`config.mk`:
```
export PLATFORM = sky130hd
export DESIGN_NAME = pllsw_switchover
export DESIGN_NICKNAME = d
export VERILOG_FILES = /design/src/pllsw_out_div.sv /design/src/pllsw_switchover.sv
export SDC_FILE = /design/constraint.sdc
export NUM_CORES = 1
export LEC_CHECK = 0
export BUFFER_PORTS_ARGS = -buffer_cell sky130_fd_sc_hd__clkbuf_2
export CAP_MARGIN = 30
export CORE_MARGIN = 2
export CORE_UTILIZATION = 46
export CTS_BUF_LIST = sky130_fd_sc_hd__clkbuf_4
export DETAILED_ROUTE_END_ITERATION = 8
export PLACE_DENSITY = 0.75
export SETUP_SLACK_MARGIN = 0.02
export SYNTH_ARGS = -nofsm -noshare
export SYNTH_HDL_FRONTEND = slang
export SYNTH_HIERARCHICAL = 1
export SYNTH_SLANG_ARGS = --single-unit
```
`constraint.sdc`:
```
create_clock -name clk_i -period 15.1 [get_ports clk_i]
set_input_delay 0 -clock clk_i [delete_from_list [all_inputs] [get_ports clk_i]]
set_output_delay 0 -clock clk_i [all_outputs]
set_load 0.01 [all_outputs]
```
`src/pllsw_out_div.sv`:
```
// Package of shared constants and one output divider with duty, phase tap and start delay.
`default_nettype none

package pllsw_pkg;
   // Clock of the control logic.
   localparam int CLK_PERIOD_NS = 100;
   // Nominal reference period; the static-input limit is derived from it.
   localparam int REF_PERIOD_NS = 400;
   localparam int REF_PERIOD_CLKS = (REF_PERIOD_NS + CLK_PERIOD_NS - 1) / CLK_PERIOD_NS;
   localparam int STATIC_REF_CYCLES = 2;
   localparam int STATIC_LIMIT = STATIC_REF_CYCLES * REF_PERIOD_CLKS;
   localparam int IDLE_W = 8;
   localparam logic [IDLE_W-1:0] IDLE_MAX = 8'hff;
   localparam logic [IDLE_W-1:0] IDLE_LIMIT = IDLE_W'(STATIC_LIMIT);
   // Rising edges of the active reference that the request must stay high for.
   localparam logic [1:0] REQ_MIN_EDGES = 2'h3;
   // Active reference edges after which the loop counts as locked again.
   localparam logic [3:0] LOCK_EDGES = 4'h8;
   // Allowed frequency spread between the two references, in percent.
   localparam logic [15:0] FREQ_TOL_PCT = 16'h0014;
   localparam logic [15:0] PCT_FULL = 16'h0064;
   // Mode codes on the mode input.
   localparam logic [1:0] MODE_AUTO = 2'h0;
   localparam logic [1:0] MODE_MANUAL = 2'h1;
   localparam logic [1:0] MODE_AUTO_OVR = 2'h2;
   // Divider layout: eight phase taps, eight-bit counts, output counter and feedback.
   localparam int TAP_W = 3;
   localparam int DIV_W = 8;
   localparam int DUTY_W = 10;
   localparam int NUM_DIV = 2;
   localparam logic [DUTY_W-1:0] DUTY_HALF_PM = 10'h1f4;
endpackage

module pllsw_out_div
   import pllsw_pkg::*;
(
   input wire logic clk_i,
   input wire logic reset_i,
   input wire logic pll_reset_i,
   input wire logic [DIV_W-1:0] high_i,
   input wire logic [DIV_W-1:0] low_i,
   input wire logic [DIV_W-1:0] start_i,
   input wire logic [TAP_W-1:0] tap_init_i,
   input wire logic step_i,
   input wire logic step_up_i,
   output logic div_clk_o,
   output logic [TAP_W-1:0] tap_o,
   output logic [DUTY_W-1:0] duty_step_o
);
   typedef enum logic [1:0] {DIV_DELAY, DIV_HIGH, DIV_LOW} pllsw_div_t;

   pllsw_div_t state_r;
   logic [DIV_W-1:0] cnt_r;

   // Duty step in per-mille: half a period over the division value.
   function automatic logic [DUTY_W-1:0] duty_step(input logic [DIV_W-1:0] hi,
                                                   input logic [DIV_W-1:0] lo);
      logic [DUTY_W-1:0] div;
      div = {2'h0, hi} + {2'h0, lo};
      if (div == 10'h000) begin
         duty_step = DUTY_HALF_PM;
      end else begin
         duty_step = DUTY_HALF_PM / div;
      end
   endfunction

   // Start delay, then alternating high and low counts of VCO cycles.
   always_ff @(posedge clk_i) begin
      if (reset_i || pll_reset_i) begin
         state_r <= DIV_DELAY;
         cnt_r <= 8'h00;
         div_clk_o <= 1'b0;
      end else begin
         case (state_r)
            DIV_DELAY: begin
               // A start value of 0 or 1 means no coarse shift.
               // Counting 0 up to C-1 holds the start back by C-1 cycles against C of one.
               if (start_i <= 8'h01 || cnt_r == start_i - 8'h01) begin
                  state_r <= DIV_HIGH;
                  cnt_r <= 8'h00;
                  div_clk_o <= 1'b1;
               end else begin
                  cnt_r <= cnt_r + 8'h01;
               end
            end
            DIV_HIGH: begin
               if (cnt_r + 8'h01 >= high_i) begin
                  state_r <= DIV_LOW;
                  cnt_r <= 8'h00;
                  div_clk_o <= 1'b0;
               end else begin
                  cnt_r <= cnt_r + 8'h01;
               end
            end
            DIV_LOW: begin
               if (cnt_r + 8'h01 >= low_i) begin
                  state_r <= DIV_HIGH;
                  cnt_r <= 8'h00;
                  div_clk_o <= 1'b1;
               end else begin
                  cnt_r <= cnt_r + 8'h01;
               end
            end
            default: begin
               state_r <= DIV_DELAY;
               cnt_r <= 8'h00;
               div_clk_o <= 1'b0;
            end
         endcase
      end
   end

   // Phase tap: loaded on PLL reset, then stepped one tap per shift pulse, wrapping.
   always_ff @(posedge clk_i) begin
      if (reset_i) begin
         tap_o <= 3'h0;
      end else if (pll_reset_i) begin
         tap_o <= tap_init_i;
      end else if (step_i) begin
         tap_o <= step_up_i ? tap_o + 3'h1 : tap_o - 3'h1;
      end
   end

   // Reported duty resolution follows the programmed counts.
   always_ff @(posedge clk_i) begin
      if (reset_i) begin
         duty_step_o <= 10'h000;
      end else begin
         duty_step_o <= duty_step(high_i, low_i);
      end
   end

   a_coarse_none: assert property (@(posedge clk_i) disable iff (reset_i)
      (state_r == DIV_DELAY && start_i <= 8'h01 && !pll_reset_i) |=> state_r == DIV_HIGH)
      else $error("Start value of one still delayed the counter.");
   a_tap_step_up: assert property (@(posedge clk_i) disable iff (reset_i)
      (step_i && step_up_i && !pll_reset_i) |=> tap_o == $past(tap_o) + 3'h1)
      else $error("Phase tap did not advance by one step.");
   a_high_time: assert property (@(posedge clk_i) disable iff (reset_i)
      (state_r == DIV_HIGH && high_i == 8'h02 && low_i == 8'h02 && cnt_r == 8'h00
       && !pll_reset_i ##1 !pll_reset_i && $stable(high_i)) |=> !div_clk_o)
      else $error("High time of two VCO cycles was not kept.");
endmodule

`default_nettype wire

```
`src/pllsw_switchover.sv`:
```
// Reference switchover with clock sense, glitch-free mux, lock tracking and output dividers.
// Operation
// - Auto mode: switch away from stopped input.
// - Manual: rising request held three edges swaps.
// - Override: high request blocks automatic switching.
// - Drive two fail flags and select indicator.
// - Fail flag rises when its input stops.
// - Over 20% spread: only indicator valid.
// - Indicator shows which input feeds PLL.
// - Auto switching repeats in both directions.
// - State machine drives internal mux select.
// - Both inputs dead: no switch, flags invalid.
// - Duty from separate high and low counts.
// - Duty step is 50% over division.
// - Counters pick one of eight phase taps.
// - Coarse shift delays start by C-1.
// - Runtime shift steps taps, one shift clock.
// - PLL reset clears counters, outputs and lock.
// - Primary input selected by default.
// - Fail after about two static reference cycles.
// - Only request rising edge switches.
`default_nettype none

module pllsw_switchover
   import pllsw_pkg::*;
(
   input wire logic clk_i,
   input wire logic reset_i,
   input wire logic primary_ref_in_i,
   input wire logic backup_ref_in_i,
   input wire logic switch_request_i,
   input wire logic [1:0] mode_i,
   input wire logic pll_async_reset_i,
   input wire logic reconfig_shift_clock_i,
   input wire logic shift_sel_i,
   input wire logic shift_up_i,
   input wire logic [NUM_DIV*DIV_W-1:0] div_high_i,
   input wire logic [NUM_DIV*DIV_W-1:0] div_low_i,
   input wire logic [NUM_DIV*DIV_W-1:0] div_start_i,
   input wire logic [NUM_DIV*TAP_W-1:0] div_tap_i,
   output logic [1:0] input_fail_flag_o,
   output logic selected_input_indicator_o,
   output logic mux_select_internal_o,
   output logic ref_mux_out_o,
   output logic flags_valid_o,
   output logic pll_locked_o,
   output logic [NUM_DIV-1:0] div_clk_o,
   output logic [NUM_DIV*TAP_W-1:0] div_tap_o,
   output logic [NUM_DIV*DUTY_W-1:0] div_duty_step_o
);
   typedef enum logic [1:0] {SW_IDLE, SW_GATE_OLD, SW_WAIT_NEW} pllsw_state_t;

   pllsw_state_t state_r;
   logic [3:0] sync1_r, sync2_r, sync3_r;
   logic [IDLE_W-1:0] idle_cnt_r [2];
   logic [IDLE_W-1:0] per_cnt_r [2];
   logic [IDLE_W-1:0] period_r [2];
   logic sel_r, gate_en_r, armed_r, pending_r;
   logic [1:0] req_cnt_r;
   logic [3:0] lock_cnt_r;
   logic [1:0] rise, fall, dead;
   logic act_rise, req_rise, shift_rise, manual_go, auto_go, auto_allowed;
   logic old_fall, new_fall, new_dead;

   // Spread check: the difference of periods against the tolerance of the longer one.
   function automatic logic within_tol(input logic [IDLE_W-1:0] a, input logic [IDLE_W-1:0] b);
      logic [15:0] hi, lo;
      hi = (a > b) ? {8'h00, a} : {8'h00, b};
      lo = (a > b) ? {8'h00, b} : {8'h00, a};
      // One cycle of sampling error is forgiven: a nominal period is only a few cycles
      // long, so that error alone would exceed the tolerance and make the flag flicker.
      within_tol = (hi - lo <= 16'h0001) || (((hi - lo) * PCT_FULL) <= (hi * FREQ_TOL_PCT));
   endfunction

   // Modes in which the request input may start a switchover; code 3 never switches.
   function automatic logic req_mode(input logic [1:0] m);
      req_mode = (m == MODE_MANUAL) || (m == MODE_AUTO_OVR);
   endfunction

   // Bits: 0 primary, 1 backup, 2 request, 3 shift clock; all arrive from pins.
   always_ff @(posedge clk_i) begin
      if (reset_i) begin
         sync1_r <= 4'h0;
         sync2_r <= 4'h0;
         sync3_r <= 4'h0;
      end else begin
         sync1_r <= {reconfig_shift_clock_i, switch_request_i, backup_ref_in_i,
                     primary_ref_in_i};
         sync2_r <= sync1_r;
         sync3_r <= sync2_r;
      end
   end

   // Edge detection only looks at the second and third stages.
   always_comb begin
      rise = sync2_r[1:0] & ~sync3_r[1:0];
      fall = ~sync2_r[1:0] & sync3_r[1:0];
      dead = input_fail_flag_o;
      act_rise = sel_r ? rise[1] : rise[0];
      req_rise = sync2_r[2] & ~sync3_r[2];
      shift_rise = sync2_r[3] & ~sync3_r[3];
      old_fall = sel_r ? fall[1] : fall[0];
      new_fall = sel_r ? fall[0] : fall[1];
      new_dead = sel_r ? dead[0] : dead[1];
      auto_allowed = (mode_i == MODE_AUTO) || (mode_i == MODE_AUTO_OVR && !sync2_r[2]);
      auto_go = auto_allowed && (sel_r ? dead[1] : dead[0]) && !new_dead;
      manual_go = armed_r && sync2_r[2] && act_rise && req_cnt_r == REQ_MIN_EDGES - 2'h1;
   end

   // Clock sense: idle time and period of each input in control clock cycles.
   always_ff @(posedge clk_i) begin
      for (int i = 0; i < 2; i++) begin
         if (reset_i) begin
            idle_cnt_r[i] <= 8'h00;
            per_cnt_r[i] <= 8'h00;
            period_r[i] <= 8'h00;
            input_fail_flag_o[i] <= 1'b0;
         end else begin
            idle_cnt_r[i] <= (rise[i] || fall[i]) ? 8'h00 :
                             (idle_cnt_r[i] == IDLE_MAX) ? IDLE_MAX : idle_cnt_r[i] + 8'h01;
            per_cnt_r[i] <= rise[i] ? 8'h00 :
                            (per_cnt_r[i] == IDLE_MAX) ? IDLE_MAX : per_cnt_r[i] + 8'h01;
            if (rise[i]) begin
               period_r[i] <= per_cnt_r[i];
            end
            input_fail_flag_o[i] <= idle_cnt_r[i] >= IDLE_LIMIT;
         end
      end
   end

   // Flags are trusted only while one input lives and the periods agree.
   always_ff @(posedge clk_i) begin
      if (reset_i) begin
         flags_valid_o <= 1'b0;
      end else begin
         flags_valid_o <= !(dead[0] && dead[1]) && within_tol(period_r[0], period_r[1]);
      end
   end

   // Request qualification counts rising edges of the active reference while held.
   always_ff @(posedge clk_i) begin
      if (reset_i) begin
         armed_r <= 1'b0;
         req_cnt_r <= 2'h0;
      end else if (req_rise) begin
         armed_r <= 1'b1;
         req_cnt_r <= 2'h0;
      end else if (!sync2_r[2] || manual_go) begin
         armed_r <= 1'b0;
         req_cnt_r <= 2'h0;
      end else if (armed_r && act_rise) begin
         req_cnt_r <= req_cnt_r + 2'h1;
      end
   end

   // A qualified request waits here until the state machine picks it up; the set wins.
   always_ff @(posedge clk_i) begin
      if (reset_i) begin
         pending_r <= 1'b0;
      end else if (manual_go && req_mode(mode_i)) begin
         pending_r <= 1'b1;
      end else if (state_r != SW_IDLE || !req_mode(mode_i)) begin
         pending_r <= 1'b0;
      end
   end

   // Switchover sequence: gate the old input on its fall, enable the new on its fall.
   always_ff @(posedge clk_i) begin
      if (reset_i) begin
         state_r <= SW_IDLE;
         sel_r <= 1'b0;
         gate_en_r <= 1'b1;
      end else begin
         case (state_r)
            SW_IDLE: begin
               if (pending_r || auto_go) begin
                  state_r <= SW_GATE_OLD;
               end
            end
            SW_GATE_OLD: begin
               // A stopped input has no fall left, so it is gated at once.
               if (old_fall || (sel_r ? dead[1] : dead[0])) begin
                  gate_en_r <= 1'b0;
                  state_r <= SW_WAIT_NEW;
               end
            end
            SW_WAIT_NEW: begin
               // Waits without limit for a live target; the mux stays gated meanwhile.
               if (new_fall && !new_dead) begin
                  sel_r <= ~sel_r;
                  gate_en_r <= 1'b1;
                  state_r <= SW_IDLE;
               end
            end
            default: begin
               state_r <= SW_IDLE;
               gate_en_r <= 1'b1;
            end
         endcase
      end
   end

   // Registered status and the gated reference seen by the loop.
   always_ff @(posedge clk_i) begin
      if (reset_i) begin
         mux_select_internal_o <= 1'b0;
         selected_input_indicator_o <= 1'b0;
         ref_mux_out_o <= 1'b0;
      end else begin
         mux_select_internal_o <= sel_r;
         selected_input_indicator_o <= sel_r;
         ref_mux_out_o <= gate_en_r && (sel_r ? sync2_r[1] : sync2_r[0]);
      end
   end

   // Lock drops on PLL reset or any switchover; the partner is expected to reset after it.
   always_ff @(posedge clk_i) begin
      if (reset_i || pll_async_reset_i || state_r != SW_IDLE) begin
         lock_cnt_r <= 4'h0;
         pll_locked_o <= 1'b0;
      end else begin
         if (act_rise && lock_cnt_r != LOCK_EDGES) begin
            lock_cnt_r <= lock_cnt_r + 4'h1;
         end
         pll_locked_o <= lock_cnt_r == LOCK_EDGES;
      end
   end

   // Output counter and feedback divider; a shift clock edge steps the chosen one.
   for (genvar g = 0; g < NUM_DIV; g++) begin : g_div
      pllsw_out_div u_div (
         .clk_i(clk_i),
         .reset_i(reset_i),
         .pll_reset_i(pll_async_reset_i),
         .high_i(div_high_i[g*DIV_W +: DIV_W]),
         .low_i(div_low_i[g*DIV_W +: DIV_W]),
         .start_i(div_start_i[g*DIV_W +: DIV_W]),
         .tap_init_i(div_tap_i[g*TAP_W +: TAP_W]),
         .step_i(shift_rise && (shift_sel_i == 1'(g))),
         .step_up_i(shift_up_i),
         .div_clk_o(div_clk_o[g]),
         .tap_o(div_tap_o[g*TAP_W +: TAP_W]),
         .duty_step_o(div_duty_step_o[g*DUTY_W +: DUTY_W])
      );
   end

   a_fail_static: assert property (@(posedge clk_i) disable iff (reset_i)
      (idle_cnt_r[0] >= IDLE_LIMIT) |=> input_fail_flag_o[0])
      else $error("Primary stayed static but its fail flag is low.");
   a_both_dead_hold: assert property (@(posedge clk_i) disable iff (reset_i)
      (state_r == SW_IDLE && dead == 2'h3 && mode_i == MODE_AUTO) |=> state_r == SW_IDLE)
      else $error("Switchover started with both inputs dead.");
   a_indicator_match: assert property (@(posedge clk_i) disable iff (reset_i)
      selected_input_indicator_o == mux_select_internal_o)
      else $error("Indicator differs from mux select.");
   a_sel_gated: assert property (@(posedge clk_i) disable iff (reset_i)
      $changed(sel_r) |-> $past(!gate_en_r) && gate_en_r)
      else $error("Select changed while the mux was not gated.");
   a_override_block: assert property (@(posedge clk_i) disable iff (reset_i)
      (mode_i == MODE_AUTO_OVR && sync2_r[2] && state_r == SW_IDLE && !pending_r)
      |=> state_r == SW_IDLE)
      else $error("Automatic switch ran while the override was held.");
   a_manual_three: assert property (@(posedge clk_i) disable iff (reset_i)
      $rose(pending_r) |-> $past(armed_r && act_rise && req_cnt_r == 2'h2 && sync2_r[2]))
      else $error("Manual switch without three held reference edges.");
   a_auto_switch: assert property (@(posedge clk_i) disable iff (reset_i)
      (state_r == SW_IDLE && mode_i == MODE_AUTO && auto_go) |=> state_r == SW_GATE_OLD)
      else $error("Failed active input did not start a switchover.");
   a_lock_drop: assert property (@(posedge clk_i) disable iff (reset_i)
      pll_async_reset_i |=> !pll_locked_o ##1 (!pll_locked_o || !$past(pll_async_reset_i)))
      else $error("Lock stayed high through PLL reset.");
   a_default_primary: assert property (@(posedge clk_i)
      $fell(reset_i) |-> !sel_r && gate_en_r)
      else $error("Primary is not selected after reset.");
endmodule

`default_nettype wire

```
* After elaboration in Yosys (flattened, before gate mapping)
Memory sizes are Yosys's and may differ from the RTL's.
Index checks and enable logic that the tools add are counted.
** Storage, ports and cells
- Register bits :: 78
- Memory bits (writable) :: 48
- Bits of input ports :: 65
- Output and inout bits :: 35
- Logic and storage cells :: 230
- Memories :: 3
** Operators by class
- Add/subtract/negate cells :: 17
- $mul :: 2
- Div/mod/pow operators :: 2
- $lt $le $gt $ge :: 11
- Equal/unequal tests :: 26
- Muxes and demuxes :: 74
- Bitwise operators :: 17
- Reductions and logical operators :: 51
** Memories
- idle_cnt_r :: depth 2, width 8, read ports 2, clocked after memory_dff 0, write ports 2, RTL line pllsw_switchover.sv:55 : logic [IDLE_W-1:0] idle_cnt_r [2];
- per_cnt_r :: depth 2, width 8, read ports 2, clocked after memory_dff 0, write ports 2, RTL line pllsw_switchover.sv:56 : logic [IDLE_W-1:0] per_cnt_r [2];
- period_r :: depth 2, width 8, read ports 2, clocked after memory_dff 0, write ports 2, RTL line pllsw_switchover.sv:57 : logic [IDLE_W-1:0] period_r [2];
** Operators by type and width (count)
- $mux 8 :: 22
- $add 8x1->8 const B :: 6
- $pmux 8 s3 :: 2
- $eq 8x8->1 const B :: 4
- $ge 8x8->1 :: 4
- $mux 1 :: 27
- $div 9x10->10 const A :: 2
- $logic_not 10->1 :: 2
- $add 8x8->9 :: 2
- $mux 2 :: 9
- $mux 3 :: 6
- $mux 9 :: 2
- $pmux 2 s3 :: 3
- $eq 8x8->1 :: 2
- $ge 8x4->1 const B :: 2
- $le 16x1->1 const B :: 1
- $le 16x13->1 :: 1
- $le 8x1->1 const B :: 2
- $mul 16x5->14 const B :: 1
- $sub 8x1->8 const B :: 2
- $logic_and 1x1->1 :: 15
- $logic_or 1x1->1 :: 13
- $ne 2x1->1 const B :: 6
- $reduce_and 3->1 :: 4
- 24 further kinds :: 60

* Depth between registers and ports, before layout
- Depth in word-level cells :: 8
- Mapped depth :: 71
- Gate-level depth less buffers :: 69

* Cells and area by module
Netlist, hierarchy kept.
** By module, submodules not included
- pllsw_switchover :: instances 1, cells an instance 607, area an instance 5480.3 um2, seq. area each 1721.7 um2
- pllsw_out_div at g_div[0].u_div :: instances 1, cells an instance 560, area an instance 4259.1 um2, seq. area each 460.4 um2
- pllsw_out_div at g_div[1].u_div :: instances 1, cells an instance 540, area an instance 4144.0 um2, seq. area each 460.4 um2

* Least setup slack after synthesis
OpenSTA, ideal clock, no wires.
- Kind :: input to register
- Start point :: input port div_high_i[8]
- End point :: register g_div[1].u_div.duty_step_o[0]
- Setup time :: 0.142 ns
- Arrival :: 13.253 ns
- Data required time :: 14.958 ns
- Path slack :: 1.705 ns
- Cell stages on the path :: 68
- Buffers on the path :: 3
- Path through :: ha_1 inv_1 fa_1 nor2b_1 o21ai_2 a21bo_1 a221o_1 nor3_2 nand3_1 ha_1 o21a_1 nand2_1 ha_1 nand2b_1 a21oi_1 o211ai_1 o31ai_1 nor2_2 (+32 left out) ha_1 and2_1 a211oi_1 nor2_1 a41o_1 nor2_1 buf_2 mux2i_1 a22oi_1 ha_1 a21o_1 a21oi_1 nor2b_1 or4b_2 o21ai_0 a21oi_1 nor2_1 o22ai_1
** Between the ends
- Word-level cells in the longest chain between the ends :: 3
- Elaborated cells on any way between the ends :: 4
- Those cells by class :: 1 x add/sub; 1 x div; 2 x reduce/logical
** RTL lines
- start, declared :: RTL line pllsw_switchover.sv:37 : input wire logic [NUM_DIV*DIV_W-1:0] div_high_i,
- $add 8x8->9 (*) :: RTL line pllsw_out_div.sv:59 : div = {2'h0, hi} + {2'h0, lo};
- branches (longest 2 deep; another with $div 9x10->10)
- end signal, assigned :: RTL line pllsw_out_div.sv:129 : duty_step_o <= duty_step(high_i, low_i);
- end, declared :: RTL line pllsw_out_div.sv:48 : output logic [DUTY_W-1:0] duty_step_o
Mark *: on every way between the ends.
A chain may end at the register's enable or synchronous reset.

* Worst setup path in the final report
Ends and elaborated chain as after synthesis.

==> flow_metrics.tcl <==
set metrics [dict create \
    status "finished, final reports clean" \
    p_per_area_nw_per_um2 129 \
    globalRouteOverflowTotal 0 \
    end_kind "register" \
    max_freq_mhz 69.9 \
    leakagePower_nw 6.86 \
    crit_arrival_ps 14730 \
    max_slew_margin_pct 32.4 \
    worstSetupPathType "input pin to register" \
    clockBufferDepth 2 \
    clockRootBuffer "clkbuf_4" \
    cts_htree_levels 4 \
    holdPathEnd "state_r[0]" \
    cts_tree "yes" \
    yosysWarnings 6 \
    setup.worst_path.start "div_high_i[8]" \
    ys_ff_latch 124 \
    grt_use_total_pct 22.2 \
    num_vias 13000 \
    start_kind "input pin" \
    nets 2127 \
    cpMostUsedCell "ha_1" \
    synthCells 1707 \
    io_pins 100 \
    wl_um 35000 \
    crit_slowest_cell "or4b_2" \
    hold_start "mode_i[0]" \
    syn2layout_area_growth_pct 10.7 \
    drt_iter0_markers 951 \
    fin_worst_skew_ps 30.0 \
    hold_viol_final 0 \
    dieHeight_um 178 \
    ys_types 115 \
    reg2reg_depth 27 \
    synth_enable_flop_cells 16 \
    syn_area_um2 13900 \
    port_buffers 99 \
    setup_viol 0 \
    final_layout_size_suffix_gt1_share_pct 12.1 \
    hold_path.class "input pin to register" \
    die_w_um 178 \
    synthArstFlopShare_pct 0 \
    dieArea_um2 31600 \
    setup_ws_ps 800 \
    vias_per_cell 5.80 \
    grt_max_degree 48 \
    wl_per_cell_um 15.6 \
    vdd_ir_drop_max_mv 0.0798 \
    dp_slack_ps 110 \
    reg2reg_from "period_r[0][6]" \
    grt_pass1_vias 12300 \
    gp_congestion 0.917 \
    insertion_delay_ps 580 \
    synth_ff_type "dfxtp_1" \
    slew_viol_final 0 \
    rsz0062_at_grt "no" \
    drcViolationCount 0 \
    clock-sinks 124 \
    syn_area_per_cell_um2 8.13 \
    required_ps 15540 \
    cts-buffers-inserted 17 \
    antenna_found_initial 1 \
    drt-pass1-iter-count 5 \
    fillers 2796 \
    fin_crit_ps 14300 \
    start_util_pct 46.7 \
    rows 63 \
    post-route-period-util_pct 94.7 \
    max_stage_delay_ps 620 \
    postRouteAntennaNets 0 \
    hpwl_um 27400 \
    worst_pin_slew_ps 1010 \
    seq_area_frac_synth_pct 19.0 \
    clk_pin_slew_ps 120 \
    r2r-end "flags_valid_o" \
    drv_cap 0 \
    r2r_setup_slack_ps 8310 \
    finalSetupTns_ps 0 \
    core_area_um2 29700 \
    grt_first_pass_wirelength_um 57900 \
    worstHoldPathCells 6 \
    cp_max_fo 11 \
]
[kinds of logic after synthesis]
group	Yosys count	share of synthesized area, %
and+or+nand+nor	588	22.0
AOI/OAI and AO/OA	443	22.5
adders and majority gates	230	21.5
buffers and inverters	172	5.10
DFF	124	19.0
xor gates and xnor gates	121	7.63
muxes	27	2.13
other	2	0.0541
[metrics by stage]
stage	std cells	hold WS (ps)	power, mW	area [µm²]	utilization (%)
after floorplan	1709	128	1.41	13900	-
after global placement	2173	210	1.66	14800	49.7
after detailed placement	2173	234	1.71	14800	49.7
after CTS	2234	19.2	1.97	15300	51.6
after global routing	2236	62.0	2.18	15400	51.7
final	2236	68.9	1.98	15400	51.7
[per-layer routing]
| metal | routed length, µm | global-route usage (%) | share of wire (%) |
|---|---|---|---|
| met3 | 1700 | 3.56 | 4.9 |
| met4 | 692 | 6.25 | 2.0 |
| met1 | 16100 | 28.5 | 46 |
| met5 | 0 | 0 | 0 |
| met2 | 16500 | 38.2 | 47 |
[how the worst max path moves through the flow]
| stage | to | slack (ps) | cells past startpoint |
|---|---|---|---|
| 6_report | g_div[1].u_div/duty_step_o[0] | 800 | 65 |
| 5_1_grt | g_div[1].u_div/duty_step_o[0] | 30 | 65 |
| 4_1_cts | g_div[1].u_div/duty_step_o[0] | 670 | 65 |
| 3_5_place_dp | g_div[1].u_div/duty_step_o[0] | 110 | 65 |
| 3_3_place_gp | g_div[1].u_div/duty_step_o[0] | 670 | 65 |
| 2_1_floorplan | g_div[1].u_div/duty_step_o[0] | 1710 | 68 |
[power breakdown]
| group | internal, mW | switching, mW | total (mW) | leakage, nW |
|---|---|---|---|---|
| sequential | 0.349 | 0.00998 | 0.359 | 1.05 |
| combinational | 0.603 | 0.769 | 1.37 | 5.66 |
| clock | 0.103 | 0.146 | 0.249 | 0.151 |
| total | 1.06 | 0.925 | 1.98 | 6.86 |
[cells in the final DEF, fill, tap and decap left out, drive strengths merged, types with 10 or more instances in the layout]
cell type / count
a211oi: 26
a21o: 35
a21oi: 115
a22oi: 10
a31oi: 23
and2: 32
and3: 22
buf: 12
clkbuf: 118
dfxtp: 108
dlygate4sd3: 29
edfxtp: 16
fa: 14
ha: 216
inv: 141
mux2: 14
mux2i: 13
nand2: 134
nand2b: 36
nand3: 53
nand4: 13
nor2: 141
nor2b: 37
nor3: 41
nor3b: 11
o211ai: 14
o21a: 34
o21ai: 71
o21bai: 10
or2: 15
or3: 13
xnor2: 70
xor2: 51
[repair_timing]
item | CTS | global route
endpoints found under the setup margin | 0 | 1
hold buffers | 29 | 0
buffers inserted | 0 | 1
resized for setup | 0 | 7
endpoints found under the hold margin | 25 | 0
[worst max-delay path, delay by kind of cell]
| kind | cells | cell delay [ps] |
|---|---|---|
| compound gates | 29 | 6760 |
| simple gates | 23 | 4430 |
| fa+ha+maj | 10 | 3110 |
| mux | 1 | 300 |
| buf+inv | 2 | 160 |
[synth_stat cells (36+ instances only)]
master / number / area, µm²
a21oi_1: 113 / 566
dfxtp_1: 108 / 2160
ha_1: 216 / 2700
inv_1: 136 / 510
nand2_1: 128 / 480
nand2b_1: 36 / 225
nand3_1: 51 / 255
nor2_1: 138 / 518
nor2b_1: 37 / 231
nor3_1: 39 / 195
o21ai_0: 57 / 285
xnor2_1: 70 / 613
xor2_1: 51 / 447
[area by class of cell]
| type | instances | area [µm²] | area share (%) |
|---|---|---|---|
| Multi-Input combinational cell | 1413 | 10600 | 68.8 |
| Sequential cell | 124 | 2640 | 17.2 |
| Timing Repair Buffer | 140 | 876 | 5.70 |
| Inverter | 136 | 510 | 3.32 |
| Tap cell | 390 | 488 | 3.17 |
| Clock buffer | 19 | 143 | 0.928 |
| Clock inverter | 13 | 141 | 0.920 |
| Antenna cell | 1 | 2.50 | 0.0163 |
[state kept, by name (all words and copies together) (netlist names), 2 cells and up]
signal                   count
g_div.u_div/cnt_r           16
g_div.u_div/duty_step_o     20
g_div.u_div/state_r          4
g_div.u_div/tap_o            6
idle_cnt_r                  16
input_fail_flag_o            2
lock_cnt_r                   4
per_cnt_r                   16
period_r                    16
req_cnt_r                    2
state_r                      2
sync1_r                      4
sync2_r                      4
sync3_r                      4
No activity file was read; power rests on OpenSTA's default activity.
